### config.mk
export PLATFORM = sky130hd
export DESIGN_NAME = squib_loop_diag_config
export DESIGN_NICKNAME = d
export VERILOG_FILES = /design/src/rtl/loop_diag_pkg.sv /design/src/rtl/squib_loop_diag_config.sv
export SDC_FILE = /design/constraint.sdc
export NUM_CORES = 1
export LEC_CHECK = 0
export BUFFER_PORTS_ARGS = -buffer_cell sky130_fd_sc_hd__buf_4
export CORE_ASPECT_RATIO = 0.5
export CORE_MARGIN = 2
export CORE_UTILIZATION = 41
export CTS_CLUSTER_SIZE = 40
export DETAILED_ROUTE_END_ITERATION = 10
export GPL_ROUTABILITY_DRIVEN = 1
export PLACE_DENSITY = 0.78
export SLEW_MARGIN = 20
export SYNTH_ARGS = -nofsm -noshare
export SYNTH_HDL_FRONTEND = slang
export SYNTH_SLANG_ARGS = --single-unit
export TNS_END_PERCENT = 20
### constraint.sdc
create_clock -name clk -period 1.4 [get_ports clk]
set_input_delay 0.14 -clock clk [delete_from_list [all_inputs] [get_ports clk]]
set_output_delay 0.14 -clock clk [all_outputs]
set_load 0.005 [all_outputs]
### src/rtl/loop_diag_pkg.sv
// constants for the squib loop and dc sensor diagnostic configuration bank
`default_nettype none
package loop_diag_pkg;

    // ***********************************************************
    // register identifiers as seen in the serial frame
    // ***********************************************************
    localparam logic [7:0] LOOP_DIAG_CONFIG_ID      = 8'h38;
    localparam logic [7:0] DC_SENSOR_DIAG_CONFIG_ID = 8'h39;

    localparam int REG_W   = 20;
    localparam int CHAN_N  = 8;
    localparam int SENS_N  = 9;

    // ***********************************************************
    // loop_diag_config field positions
    // ***********************************************************
    localparam int TEST_DEPTH_BIT   = 15;
    localparam int SRC_MAG_BIT      = 14;
    localparam int LOOP_PD_BIT      = 13;
    localparam int SRC_FIELD_LSB    = 11;
    localparam int SINK_BIT         = 10;
    localparam int MON_FIELD_LSB    = 8;
    localparam int RES_CHAN_LSB     = 4;
    localparam int LEAK_CHAN_LSB    = 0;
    localparam int AUTO_DIAG_LSB    = 5;
    localparam int SQUIB_PIN_BIT    = 4;
    localparam int AUTO_CHAN_LSB    = 0;
    localparam int LOW_FIELDS_MSB   = 14;

    // ***********************************************************
    // dc_sensor_diag_config field positions
    // ***********************************************************
    localparam int INH_POL_BIT      = 8;
    localparam int SENS_PD_BIT      = 7;
    localparam int SW_OE_BIT        = 6;
    localparam int SENS_CHAN_LSB    = 0;

    // reset value of both registers
    localparam logic [REG_W-1:0] REG_RESET = 20'h00000;

    // ***********************************************************
    // field encodings
    // ***********************************************************
    localparam logic [1:0] SRC_OFF      = 2'h0;
    localparam logic [1:0] SRC_ON       = 2'h1;
    localparam logic [1:0] SRC_BYPASS   = 2'h2;
    localparam logic [1:0] SRC_ON_DIFF  = 2'h3;
    localparam logic [1:0] MON_OFF      = 2'h0;
    localparam logic [1:0] MON_FEED     = 2'h1;
    localparam logic [1:0] MON_RET_PDX  = 2'h2;
    localparam logic [1:0] MON_RET_PD   = 2'h3;

    // high level diagnostic selections
    typedef enum logic [2:0] {
        DIAG_NONE, DIAG_MON_CHECK, DIAG_LEAK_CHECK, DIAG_SHORT_LOOPS,
        DIAG_RESERVE_ESR, DIAG_RES_RANGE, DIAG_RES_MEAS, DIAG_FET_TEST
    } auto_diag_e;

endpackage : loop_diag_pkg
`default_nettype wire

### src/rtl/squib_loop_diag_config.sv
// configuration bank for squib loop and dc sensor diagnostics
//
// Function
// bit 15 selects low or high field layout
// magnitude bit picks 40 mA or 8 mA
// pull-down off on used channels, or all
// source field off, current or bypass
// code 11 adds diff amplifier on partner
// sink bit enables 50 mA sink
// monitor off or on selected feed pin
// monitor return pin, pull-down off or kept
// host keeps sink, source off with monitor 11
// resistance channel codes 0-7, others none
// leakage channel codes 0-7 for tests
// resets zero all fields, else SPI write
// high mode three-bit diagnostic select
// squib pin bit picks return or feed
// high mode loop channel 0-7, others none
// high mode bits 14:8 ignored, read zero
// inhibit polarity selects inside or outside
// sensor pull-down off on measured or all
// switch output enable resets off
// sensor channel codes 0-8, others none
`timescale 1ns/10ps
`default_nettype none
module squib_loop_diag_config
    import loop_diag_pkg::*;
(
    // clock and resets
    input  wire logic                                clk,
    input  wire logic                                rst_b,
    input  wire logic                                watchdog_machine_reset,
    input  wire logic                                safing_machine_reset,
    // decoded serial register access
    input  wire logic                                reg_wr,
    input  wire logic                                reg_rd,
    input  wire logic [7:0]                          reg_id,
    input  wire logic [loop_diag_pkg::REG_W-1:0]     reg_wdata,
    output logic      [loop_diag_pkg::REG_W-1:0]     reg_rdata,
    output logic                                     reg_hit,
    // low level loop controls
    output logic                                     test_depth_select,
    output logic                                     source_magnitude_8ma,
    output logic      [loop_diag_pkg::CHAN_N-1:0]    source_on,
    output logic      [loop_diag_pkg::CHAN_N-1:0]    bypass_on,
    output logic      [loop_diag_pkg::CHAN_N-1:0]    resistance_diff_amplifier,
    output logic      [loop_diag_pkg::CHAN_N-1:0]    sink_on,
    output logic      [loop_diag_pkg::CHAN_N-1:0]    monitor_feed_pin,
    output logic      [loop_diag_pkg::CHAN_N-1:0]    monitor_return_pin,
    output logic      [loop_diag_pkg::CHAN_N-1:0]    loop_pulldown_off,
    output logic      [loop_diag_pkg::CHAN_N-1:0]    resistance_channel,
    output logic      [loop_diag_pkg::CHAN_N-1:0]    leakage_channel,
    // high level loop selections
    output logic      [2:0]                          auto_diagnostic_select,
    output logic                                     squib_pin_select,
    output logic      [loop_diag_pkg::CHAN_N-1:0]    auto_loop_channel,
    // dc sensor controls
    output logic                                     passenger_inhibit_polarity,
    output logic                                     sensor_pulldown_disable,
    output logic                                     sensor_switch_output_enable,
    output logic      [loop_diag_pkg::SENS_N-1:0]    sensor_channel
);

    // ***********************************************************
    // register storage
    // ***********************************************************
    logic [REG_W-1:0] loop_diag_config_q;
    logic [REG_W-1:0] loop_diag_config_d;
    logic [REG_W-1:0] dc_sensor_diag_config_q;
    logic [REG_W-1:0] dc_sensor_diag_config_d;
    logic [REG_W-1:0] rdata_q;
    logic [REG_W-1:0] rdata_d;
    logic             machine_reset;
    logic             loop_sel;
    logic             dcs_sel;


    // the watchdog and safing machines share this clock,
    // so their resets need no synchroniser

    // they are levels: the bank stays clear while either is high

    // state machine resets act like power-on on every field
    assign machine_reset = watchdog_machine_reset | safing_machine_reset;
    assign loop_sel      = (reg_id == LOOP_DIAG_CONFIG_ID);
    assign dcs_sel       = (reg_id == DC_SENSOR_DIAG_CONFIG_ID);
    // handshake output: tells the frame logic the identifier belongs here
    assign reg_hit       = loop_sel | dcs_sel;


    // a write replaces every field at once; there is no
    // read-modify-write, so the host sends the whole word

    // write masking for the loop register; the layout follows the
    // depth bit being written, not the one already stored
    always_comb begin
        loop_diag_config_d = '0;
        // bits above the depth bit never store
        loop_diag_config_d[TEST_DEPTH_BIT:0] = reg_wdata[TEST_DEPTH_BIT:0];

        if (reg_wdata[TEST_DEPTH_BIT]) begin
            // high layout drops the low level fields so they cannot
            // linger as live controls while automation runs
            loop_diag_config_d[LOW_FIELDS_MSB:MON_FIELD_LSB] = '0;
        end
    end


    // bits 5:4 and 19:9 are dropped here,
    // so a later read shows zero there

    // only the documented sensor bits are kept; the rest read zero
    always_comb begin
        dc_sensor_diag_config_d                 = '0;
        dc_sensor_diag_config_d[INH_POL_BIT]    = reg_wdata[INH_POL_BIT];
        dc_sensor_diag_config_d[SENS_PD_BIT]    = reg_wdata[SENS_PD_BIT];
        dc_sensor_diag_config_d[SW_OE_BIT]      = reg_wdata[SW_OE_BIT];
        dc_sensor_diag_config_d[SENS_CHAN_LSB +: 4] =
            reg_wdata[SENS_CHAN_LSB +: 4];
    end


    // a machine reset in the same cycle as a write wins;
    // the host must repeat a write that raced a reset

    // loop register: reset by any of the three resets, else writes
    always_ff @(posedge clk or negedge rst_b) begin
        if (!rst_b) begin
            loop_diag_config_q <= REG_RESET;
        end else if (machine_reset) begin
            loop_diag_config_q <= REG_RESET;
        end else if (reg_wr && loop_sel) begin
            loop_diag_config_q <= loop_diag_config_d;
        end
    end


    // the switch output must come up off after any reset,
    // so power-on alone is not enough here

    // sensor register: same reset set as the loop register
    always_ff @(posedge clk or negedge rst_b) begin
        if (!rst_b) begin
            dc_sensor_diag_config_q <= REG_RESET;
        end else if (machine_reset) begin
            dc_sensor_diag_config_q <= REG_RESET;
        end else if (reg_wr && dcs_sel) begin
            dc_sensor_diag_config_q <= dc_sensor_diag_config_d;
        end
    end

    // ***********************************************************
    // read back
    // ***********************************************************


    // other identifiers belong to other banks; zero keeps
    // this bank from fighting them on a shared read path

    // unknown identifiers answer zero rather than holding old data
    always_comb begin
        rdata_d = '0;
        if (loop_sel) begin
            rdata_d = loop_diag_config_q;
        end else if (dcs_sel) begin
            rdata_d = dc_sensor_diag_config_q;
        end
    end


    // the word is held in a flip-flop so the frame logic can
    // shift it out while reg_id moves on

    // machine resets leave it alone; a stale word is harmless

    // read data is captured on the read strobe and held until the next
    always_ff @(posedge clk or negedge rst_b) begin
        if (!rst_b) begin
            rdata_q <= REG_RESET;
        end else if (reg_rd) begin
            rdata_q <= rdata_d;
        end
    end

    // data output straight from a flip-flop
    assign reg_rdata = rdata_q;


    // ***********************************************************
    // field views
    // ***********************************************************

    // named slices keep the decode below readable;
    // both layouts share the low eight bits

    logic       high_mode;
    logic [1:0] src_field;
    logic [1:0] mon_field;
    logic [3:0] res_code;
    logic [3:0] leak_code;
    logic [3:0] auto_code;
    logic [3:0] sens_code;
    logic       sink_bit;
    logic       loop_pd_bit;

    assign high_mode   = loop_diag_config_q[TEST_DEPTH_BIT];
    assign src_field   = loop_diag_config_q[SRC_FIELD_LSB +: 2];
    assign mon_field   = loop_diag_config_q[MON_FIELD_LSB +: 2];
    assign res_code    = loop_diag_config_q[RES_CHAN_LSB +: 4];
    assign leak_code   = loop_diag_config_q[LEAK_CHAN_LSB +: 4];
    assign auto_code   = loop_diag_config_q[AUTO_CHAN_LSB +: 4];
    assign sens_code   = dc_sensor_diag_config_q[SENS_CHAN_LSB +: 4];
    assign sink_bit    = loop_diag_config_q[SINK_BIT];
    assign loop_pd_bit = loop_diag_config_q[LOOP_PD_BIT];

    // ***********************************************************
    // per channel decode
    // ***********************************************************
    // every output below comes straight from the stored fields, so a
    // control changes the cycle after the write lands

    logic [CHAN_N-1:0] res_hot;
    logic [CHAN_N-1:0] leak_hot;
    logic [CHAN_N-1:0] pair_hot;
    logic              src_active;
    logic              mon_to_ret;
    logic              mon_pd_off;

    // codes 8 and above are taken as no channel in both layouts
    assign src_active = !high_mode && (src_field != SRC_OFF);
    assign mon_to_ret = (mon_field == MON_RET_PDX) ||
                        (mon_field == MON_RET_PD);
    // monitor code 11 keeps the pull-down running on purpose
    assign mon_pd_off = (mon_field == MON_FEED) ||
                        (mon_field == MON_RET_PDX);


    // channels pair as 0-1, 2-3, 4-5 and 6-7,
    // so the partner is the code with bit 0 flipped

    // the host keeps sink and source off with monitor
    // code 11; nothing here blocks a bad mix

    genvar ch;
    generate
        for (ch = 0; ch < CHAN_N; ch++) begin : g_chan
            localparam logic [3:0] CODE = 4'(ch);
            localparam logic [3:0] PART = 4'(ch ^ 1);


            // channel hits; only codes 0..7 can match a channel
            assign res_hot[ch]  = !high_mode && (res_code == CODE);
            assign leak_hot[ch] = !high_mode && (leak_code == CODE);
            // partner channel of the measured pair
            assign pair_hot[ch] = !high_mode && (res_code == PART);

            assign source_on[ch] = res_hot[ch] &&
                ((src_field == SRC_ON) || (src_field == SRC_ON_DIFF));
            assign bypass_on[ch] = res_hot[ch] &&
                (src_field == SRC_BYPASS);
            // amplifier goes to the other squib of the selected pair
            assign resistance_diff_amplifier[ch] = pair_hot[ch] &&
                (src_field == SRC_ON_DIFF);
            // sink current itself is clamped to 50 mA in the driver
            assign sink_on[ch] = res_hot[ch] && sink_bit;
            assign monitor_feed_pin[ch] = leak_hot[ch] &&
                (mon_field == MON_FEED);
            assign monitor_return_pin[ch] = leak_hot[ch] && mon_to_ret;


            // bypass counts as a source here, since it
            // also drives current into the loop

            // pull-down released on any channel a source, sink or monitor
            // code 01 or 10 touches, unless the blanket bit drops them all
            assign loop_pulldown_off[ch] = !high_mode && (loop_pd_bit ||
                (res_hot[ch] && (src_active || sink_bit)) ||
                (leak_hot[ch] && mon_pd_off));


            // mux selects follow the stored codes
            assign resistance_channel[ch] = res_hot[ch];
            assign leakage_channel[ch]    = leak_hot[ch];
            assign auto_loop_channel[ch]  = high_mode &&
                (auto_code == CODE);
        end
    endgenerate


    // codes 9 to 15 light no sensor channel

    // sensor channel select, nine channels
    genvar sc;
    generate
        for (sc = 0; sc < SENS_N; sc++) begin : g_sens
            assign sensor_channel[sc] = (sens_code == 4'(sc));
        end
    endgenerate

    // ***********************************************************
    // mode wide controls
    // ***********************************************************


    // the diagnostic machines read the mode bit directly
    assign test_depth_select = high_mode;

    // magnitude only means something while a source is on
    assign source_magnitude_8ma = !high_mode &&
        loop_diag_config_q[SRC_MAG_BIT];

    // high level fields share bits with the low layout, so gate them
    assign auto_diagnostic_select = high_mode ?
        loop_diag_config_q[AUTO_DIAG_LSB +: 3] : DIAG_NONE;
    assign squib_pin_select = high_mode &&
        loop_diag_config_q[SQUIB_PIN_BIT];


    // the sensor bank has one layout, so no gating

    // sensor side controls straight from storage
    assign passenger_inhibit_polarity =
        dc_sensor_diag_config_q[INH_POL_BIT];
    assign sensor_pulldown_disable =
        dc_sensor_diag_config_q[SENS_PD_BIT];
    assign sensor_switch_output_enable =
        dc_sensor_diag_config_q[SW_OE_BIT];

    // limitation: these are requests only; the analog side
    // enforces current limits and timing

    // the result registers live elsewhere

endmodule : squib_loop_diag_config
`default_nettype wire

==> Word level (Yosys, flattened, before mapping) <==
Index checks and enable logic that the tools add are counted.
{ "classes": {"n_eq_ne": 30, "mux": 8, "bitwise": 2, "reduce_logical": 128} }
{ "ops": {"columns": ["operator", "n"], "rows": [
  ["two-way mux 20 bit", 6],
  ["logical AND 1 bit", 101],
  ["== test 4 x 3 -> 1 bit (second input constant)", 12],
  ["== test 4 x 2 -> 1 bit (second input constant)", 6],
  ["logical OR 1 bit", 20],
  ["== test 8 x 6 -> 1 bit (second input constant)", 2],
  ["== test 4 x 1 -> 1 bit (second input constant)", 3],
  ["zero test 4 bit", 3],
  ["== test 2 bit (second input constant)", 4],
  ["two-way mux 7 bit", 1],
  ["nonzero test 2 bit", 3],
  ["== test 2 x 1 -> 1 bit (second input constant)", 2],
  ["== test 4 bit (second input constant)", 1],
  ["two-way mux 3 bit", 1],
  ["OR 1 bit", 2],
  ["zero test 1 bit", 1]
]} }
{ "word_totals": {"reg_bits": 60, "in_bits": 34, "elab_cells": 171} }

==> Longest topological paths before layout <==
{ "depth": {"ltp_word": 7, "mapped_depth": 5, "mapped_depth_nobuf": 5} }

==> Worst setup path before layout <==
OpenSTA, ideal clock, no wires.
{ "synth_timing": {"kind": "register to output", "startpoint": "register loop_diag_config_q[15]", "endpoint": "output port loop_pulldown_off[4] (netlist bit)", "arrival_time_ns": 1.360, "t_required_ns": 1.260, "setup_slack_ns": -0.100, "stages_incl_launch_ff": 5, "path_buffers": 1, "path_cell_list": "dfrtp_1 -> nor3b_1 -> clkbuf_1 -> o211ai_1 -> a21oi_1"} }
{ "synth_between": {"elab_chain_cells": 7} }
{ "synth_lines": {"columns": ["element", "line", "source"], "rows": [
  ["from (decl)", "squib_loop_diag_config.sv:67", "logic [REG_W-1:0] loop_diag_config_q;"],
  ["from (signal assigned)", "squib_loop_diag_config.sv:133", "loop_diag_config_q <= loop_diag_config_d;"],
  ["zero test 1 bit *", null, null],
  ["logical AND 1 bit", "squib_loop_diag_config.sv:230", "assign src_active = !high_mode && (src_field != SRC_OFF);"],
  ["logical OR 1 bit", "squib_loop_diag_config.sv:277", "(res_hot[ch] && (src_active || sink_bit)) ||"],
  ["logical AND 1 bit", "squib_loop_diag_config.sv:277", null],
  ["logical OR 1 bit", "squib_loop_diag_config.sv:276", "assign loop_pulldown_off[ch] = !high_mode && (loop_pd_bit ||"],
  ["logical OR 1 bit", "squib_loop_diag_config.sv:277", null],
  ["logical AND 1 bit *", "squib_loop_diag_config.sv:276", null],
  ["to (decl)", "squib_loop_diag_config.sv:50", "output logic [loop_diag_pkg::CHAN_N-1:0] loop_pulldown_off,"]
]} }
Mark *: on every way between the ends. The rest lies on a longest branch, timed or not.

==> Worst setup path in the final report <==
{ "layout_timing": {"startpoint": "register loop_diag_config_q[9]", "endpoint": "output port loop_pulldown_off[6] (netlist bit)"} }
{ "layout_between": {"elab_chain_cells": 5} }
{ "layout_lines": {"columns": ["element", "line", "source"], "rows": [
  ["== test 2 x 1 -> 1 bit / == test 2 bit (equally long branches)", "squib_loop_diag_config.sv:234, squib_loop_diag_config.sv:235", null],
  ["logical OR 1 bit *", "squib_loop_diag_config.sv:234", "assign mon_pd_off = (mon_field == MON_FEED) ||"],
  ["logical AND 1 bit *", "squib_loop_diag_config.sv:278", "(leak_hot[ch] && mon_pd_off));"],
  ["logical OR 1 bit *", "squib_loop_diag_config.sv:277", null],
  ["logical AND 1 bit *", "squib_loop_diag_config.sv:276", null]
]} }
Marked as above.

==> flow_metrics.tcl <==
set metrics [dict create \
    post_drt_wl_per_cell_um 15.76 \
    initial_core_util_pct 43.70 \
    worst_ep_required_time_ps 1260 \
    die-area_mm2 0.007377 \
    nFillCells 440 \
    p_sw_share_pct 21.76 \
    drive_gt1_share_pct 52.82 \
    cts_buffer_depth 2 \
    synth-compound-area-share_pct 7.643 \
    combPwrFrac_pct 7.4 \
    post_drt_via_cell_ratio 5.224 \
    htree_levels 2 \
    peakVddDrop_v 0.0005227 \
    setup_viol 85 \
    io_pins 153 \
    grt_usage_pct 23.12 \
    antenna_found_initial 0 \
    netlist_instances 348 \
    wl_um 9504 \
    slew_headroom_pct 66.66 \
    root_buffer "clkbuf_16" \
    p_int_mw 1.908 \
    ant_nets 0 \
    layout_min_cycle_time_ps 1783 \
    path_clk_slew_ps 60 \
    cts_tree "built" \
    cp_top_family "flip-flops" \
    synth_warnings 0 \
    syn-cell-area_mm2 0.002734 \
    p_sw_uw 530.5 \
    violations "setup timing" \
    vias 3150 \
    report.final.slew_viol_count 0 \
    power_density_mw_per_mm2 517.0 \
    mostFrequentLayoutCells "buf_4, nand2_1, dfrtp_1" \
    cp.arrival_ps 1640 \
    start_kind "flip-flop" \
    total_leakage_power_nw 2.408 \
    io_buffers 144 \
    worstSetupPathType "reg -> out" \
    grt_pass1_wl_um 13340 \
    fin_util_pct 75.38 \
    yosysSeqAreaShare_pct 35.70 \
    rsz0062_at_grt "true" \
    die_w_um 119.5 \
    crit_fanout 4 \
    final_hold_viol_count 0 \
    synth_top_family_by_area "simple AND/OR/NAND/NOR gates" \
    fin_ws_ps -383.1 \
    row_count 20 \
    avgSynthCellArea_um2 7.856 \
    antenna_cells 0 \
    drv_cap 0 \
    synth_xor_area_share_pct 0 \
    gr-total-overflow 0 \
    critPathBufInv 2 \
    drtPass1Iterations 4 \
    first_iter_violations 174 \
    status "complete, but fails checks" \
    grt_pass1_vias 2665 \
    fin_setup_tns_ps -17600 \
    pwr-share-seq_pct 46.3 \
    clock-sinks 39 \
    dp_hpwl_um 6393 \
    grt_max_degree 40 \
    synth-simple-area-share_pct 33.09 \
    pwr-share-clk_pct 46.3 \
    drcViolationCount 0 \
    final_common_cell "buf_4" \
    max_freq_mhz 560.8 \
    ys_types 36 \
    ys_ff_latch 39 \
    cp-end-kind "primary output" \
    synth_mux_area_share_pct 13.87 \
    clock_latency_ps 280 \
    crit_path_max_incr_delay_ps 420 \
    worst_pin_slew_ps 500.1 \
    critPathSlowestCell "dfrtp_1" \
    final_nets 552 \
    area_delta_synth_final_pct 72.49 \
    period_share_pct 127.4 \
    hp-class "in -> reg" \
    core_area_mm2 0.006256 \
    path_cells "ha_4 > nor3_2 > buf_4 > a21oi_1 > a21oi_1 > buf_4" \
    cts_inserted_buffers 5 \
    finalWeightedCongestion 0.7884 \
    die_h_um 61.74 \
    fin_skew_ps 3.099 \
    synthAdderAreaFrac_pct 1.373 \
]
==> synth_stat cells, drive strengths merged <==
cell / n / share of area (%)
dfrtp: 39 / 36
inv: 19 / 2.6
nor2: 37 / 5.1
or4b: 1 / 0.37
buf: 10 / 2.3
nand3: 3 / 0.73
and2: 8 / 1.8
and3: 20 / 4.6
conb: 1 / 0.14
nand2: 60 / 8.2
nor2b: 4 / 0.92
and4bb: 1 / 0.46
nor4b: 2 / 0.64
mux2i: 30 / 11
o21ba: 1 / 0.37
ha: 3 / 1.4
clkbuf: 24 / 3.3
nor3b: 4 / 1.1
and3b: 1 / 0.32
nor3: 24 / 4.8
nand3b: 3 / 0.96
mux2: 7 / 2.9
or3b: 1 / 0.32
or3: 1 / 0.23
nand2b: 6 / 1.4
o22ai: 9 / 2.1
o211ai: 6 / 1.6
a21oi: 16 / 2.9
nor4: 5 / 1.1
o2111ai: 2 / 0.64
==> tightest hold or removal path: cells and delay by family <==
kind	cells	cell delay, ps
buf+inv	1	110
mux	1	50
simple gates	1	50
==> logic make-up (layout without fill, tap and decap cells) <==
family / after synthesis / count (layout)
mux: 37 / 37
flops: 39 / 39
fa+ha+maj: 3 / 3
buf+inv: 53 / 217
simple gates: 181 / 181
compound gates: 34 / 34
other cells: 1 / 4
==> what timing repair did <==
item / in CTS / in global routing
gates resized for setup: 27 / 60
endpoints found under the setup margin: 87 / 89
buffers inserted: 0 / 6
pin swaps: 10 / 18
hold buffers: 1 / 0
hold endpoints to repair: 39 / 0
==> area by class of cell <==
type                    instances  area (um^2)  share of cell area, %
clock inverters                 1        5.005                 0.1061
inverters                      19        71.32                  1.512
repair buffers                191         1549                  32.85
well taps                      88        110.1                  2.335
clock buffers                   6        138.9                  2.945
multi-input cells             259         1856                  39.35
flip-flops and latches         39        985.9                  20.91
==> power by group through the flow <==
stage,combinational [mW],clock (mW),sequential (mW)
floorplan,0.0719,0,1.15
global placement,0.175,0,1.15
detailed placement,0.176,0,1.15
CTS,0.179,1.14,1.13
global route,0.197,1.19,1.13
finish,0.181,1.13,1.13
==> state kept, by name, summed over array words and instances, names as in the netlist <==
name,cells
dc_sensor_diag_config_q,7
loop_diag_config_q,16
reg_rdata,16
==> through the flow <==
stage | area (um^2) | cells | hold WS, ps | setup WS, ps | power (mW)
2_1_floorplan | 2773 | 351 | -155.6 | -29.57 | 1.220
3_3_place_gp | 4156 | 590 | 135.9 | -98.70 | 1.323
3_5_place_dp | 4156 | 590 | 136.5 | -152.9 | 1.324
4_1_cts | 4404 | 598 | 102.8 | -349.6 | 2.446
5_1_grt | 4716 | 603 | 116.6 | -440.1 | 2.514
6_report | 4716 | 603 | 104.9 | -383.1 | 2.438
==> metal layers <==
layer / routed length (um) / share of wire (%) / up-vias / global-route usage (%)
li1: - / - / 1508 / -
met1: 4119 / 43 / 1503 / 30.93
met2: 4562 / 48 / 122 / 39.10
met3: 642 / 6.8 / 17 / 5.018
met4: 180 / 1.9 / 0 / 6.891
met5: 0 / 0 / - / 0
==> path summary, 6_finish.rpt <==
kind                                            start               endpoint  slack (ps)  cells past startpoint
worst min-delay path                     reg_wdata[4]  loop_diag_config_q[4]         100                      3
min in group asynchronous                       rst_b           reg_rdata[1]         370                      2
worst max register to register  loop_diag_config_q[0]           reg_rdata[0]         180                      4
worst min register to register           reg_rdata[8]           reg_rdata[8]         510                      1
worst max-delay path            loop_diag_config_q[9]   loop_pulldown_off[6]        -380                      6
max in group asynchronous                       rst_b  loop_diag_config_q[3]         660                      2
Note: power is estimated with default switching activity, not from simulation.
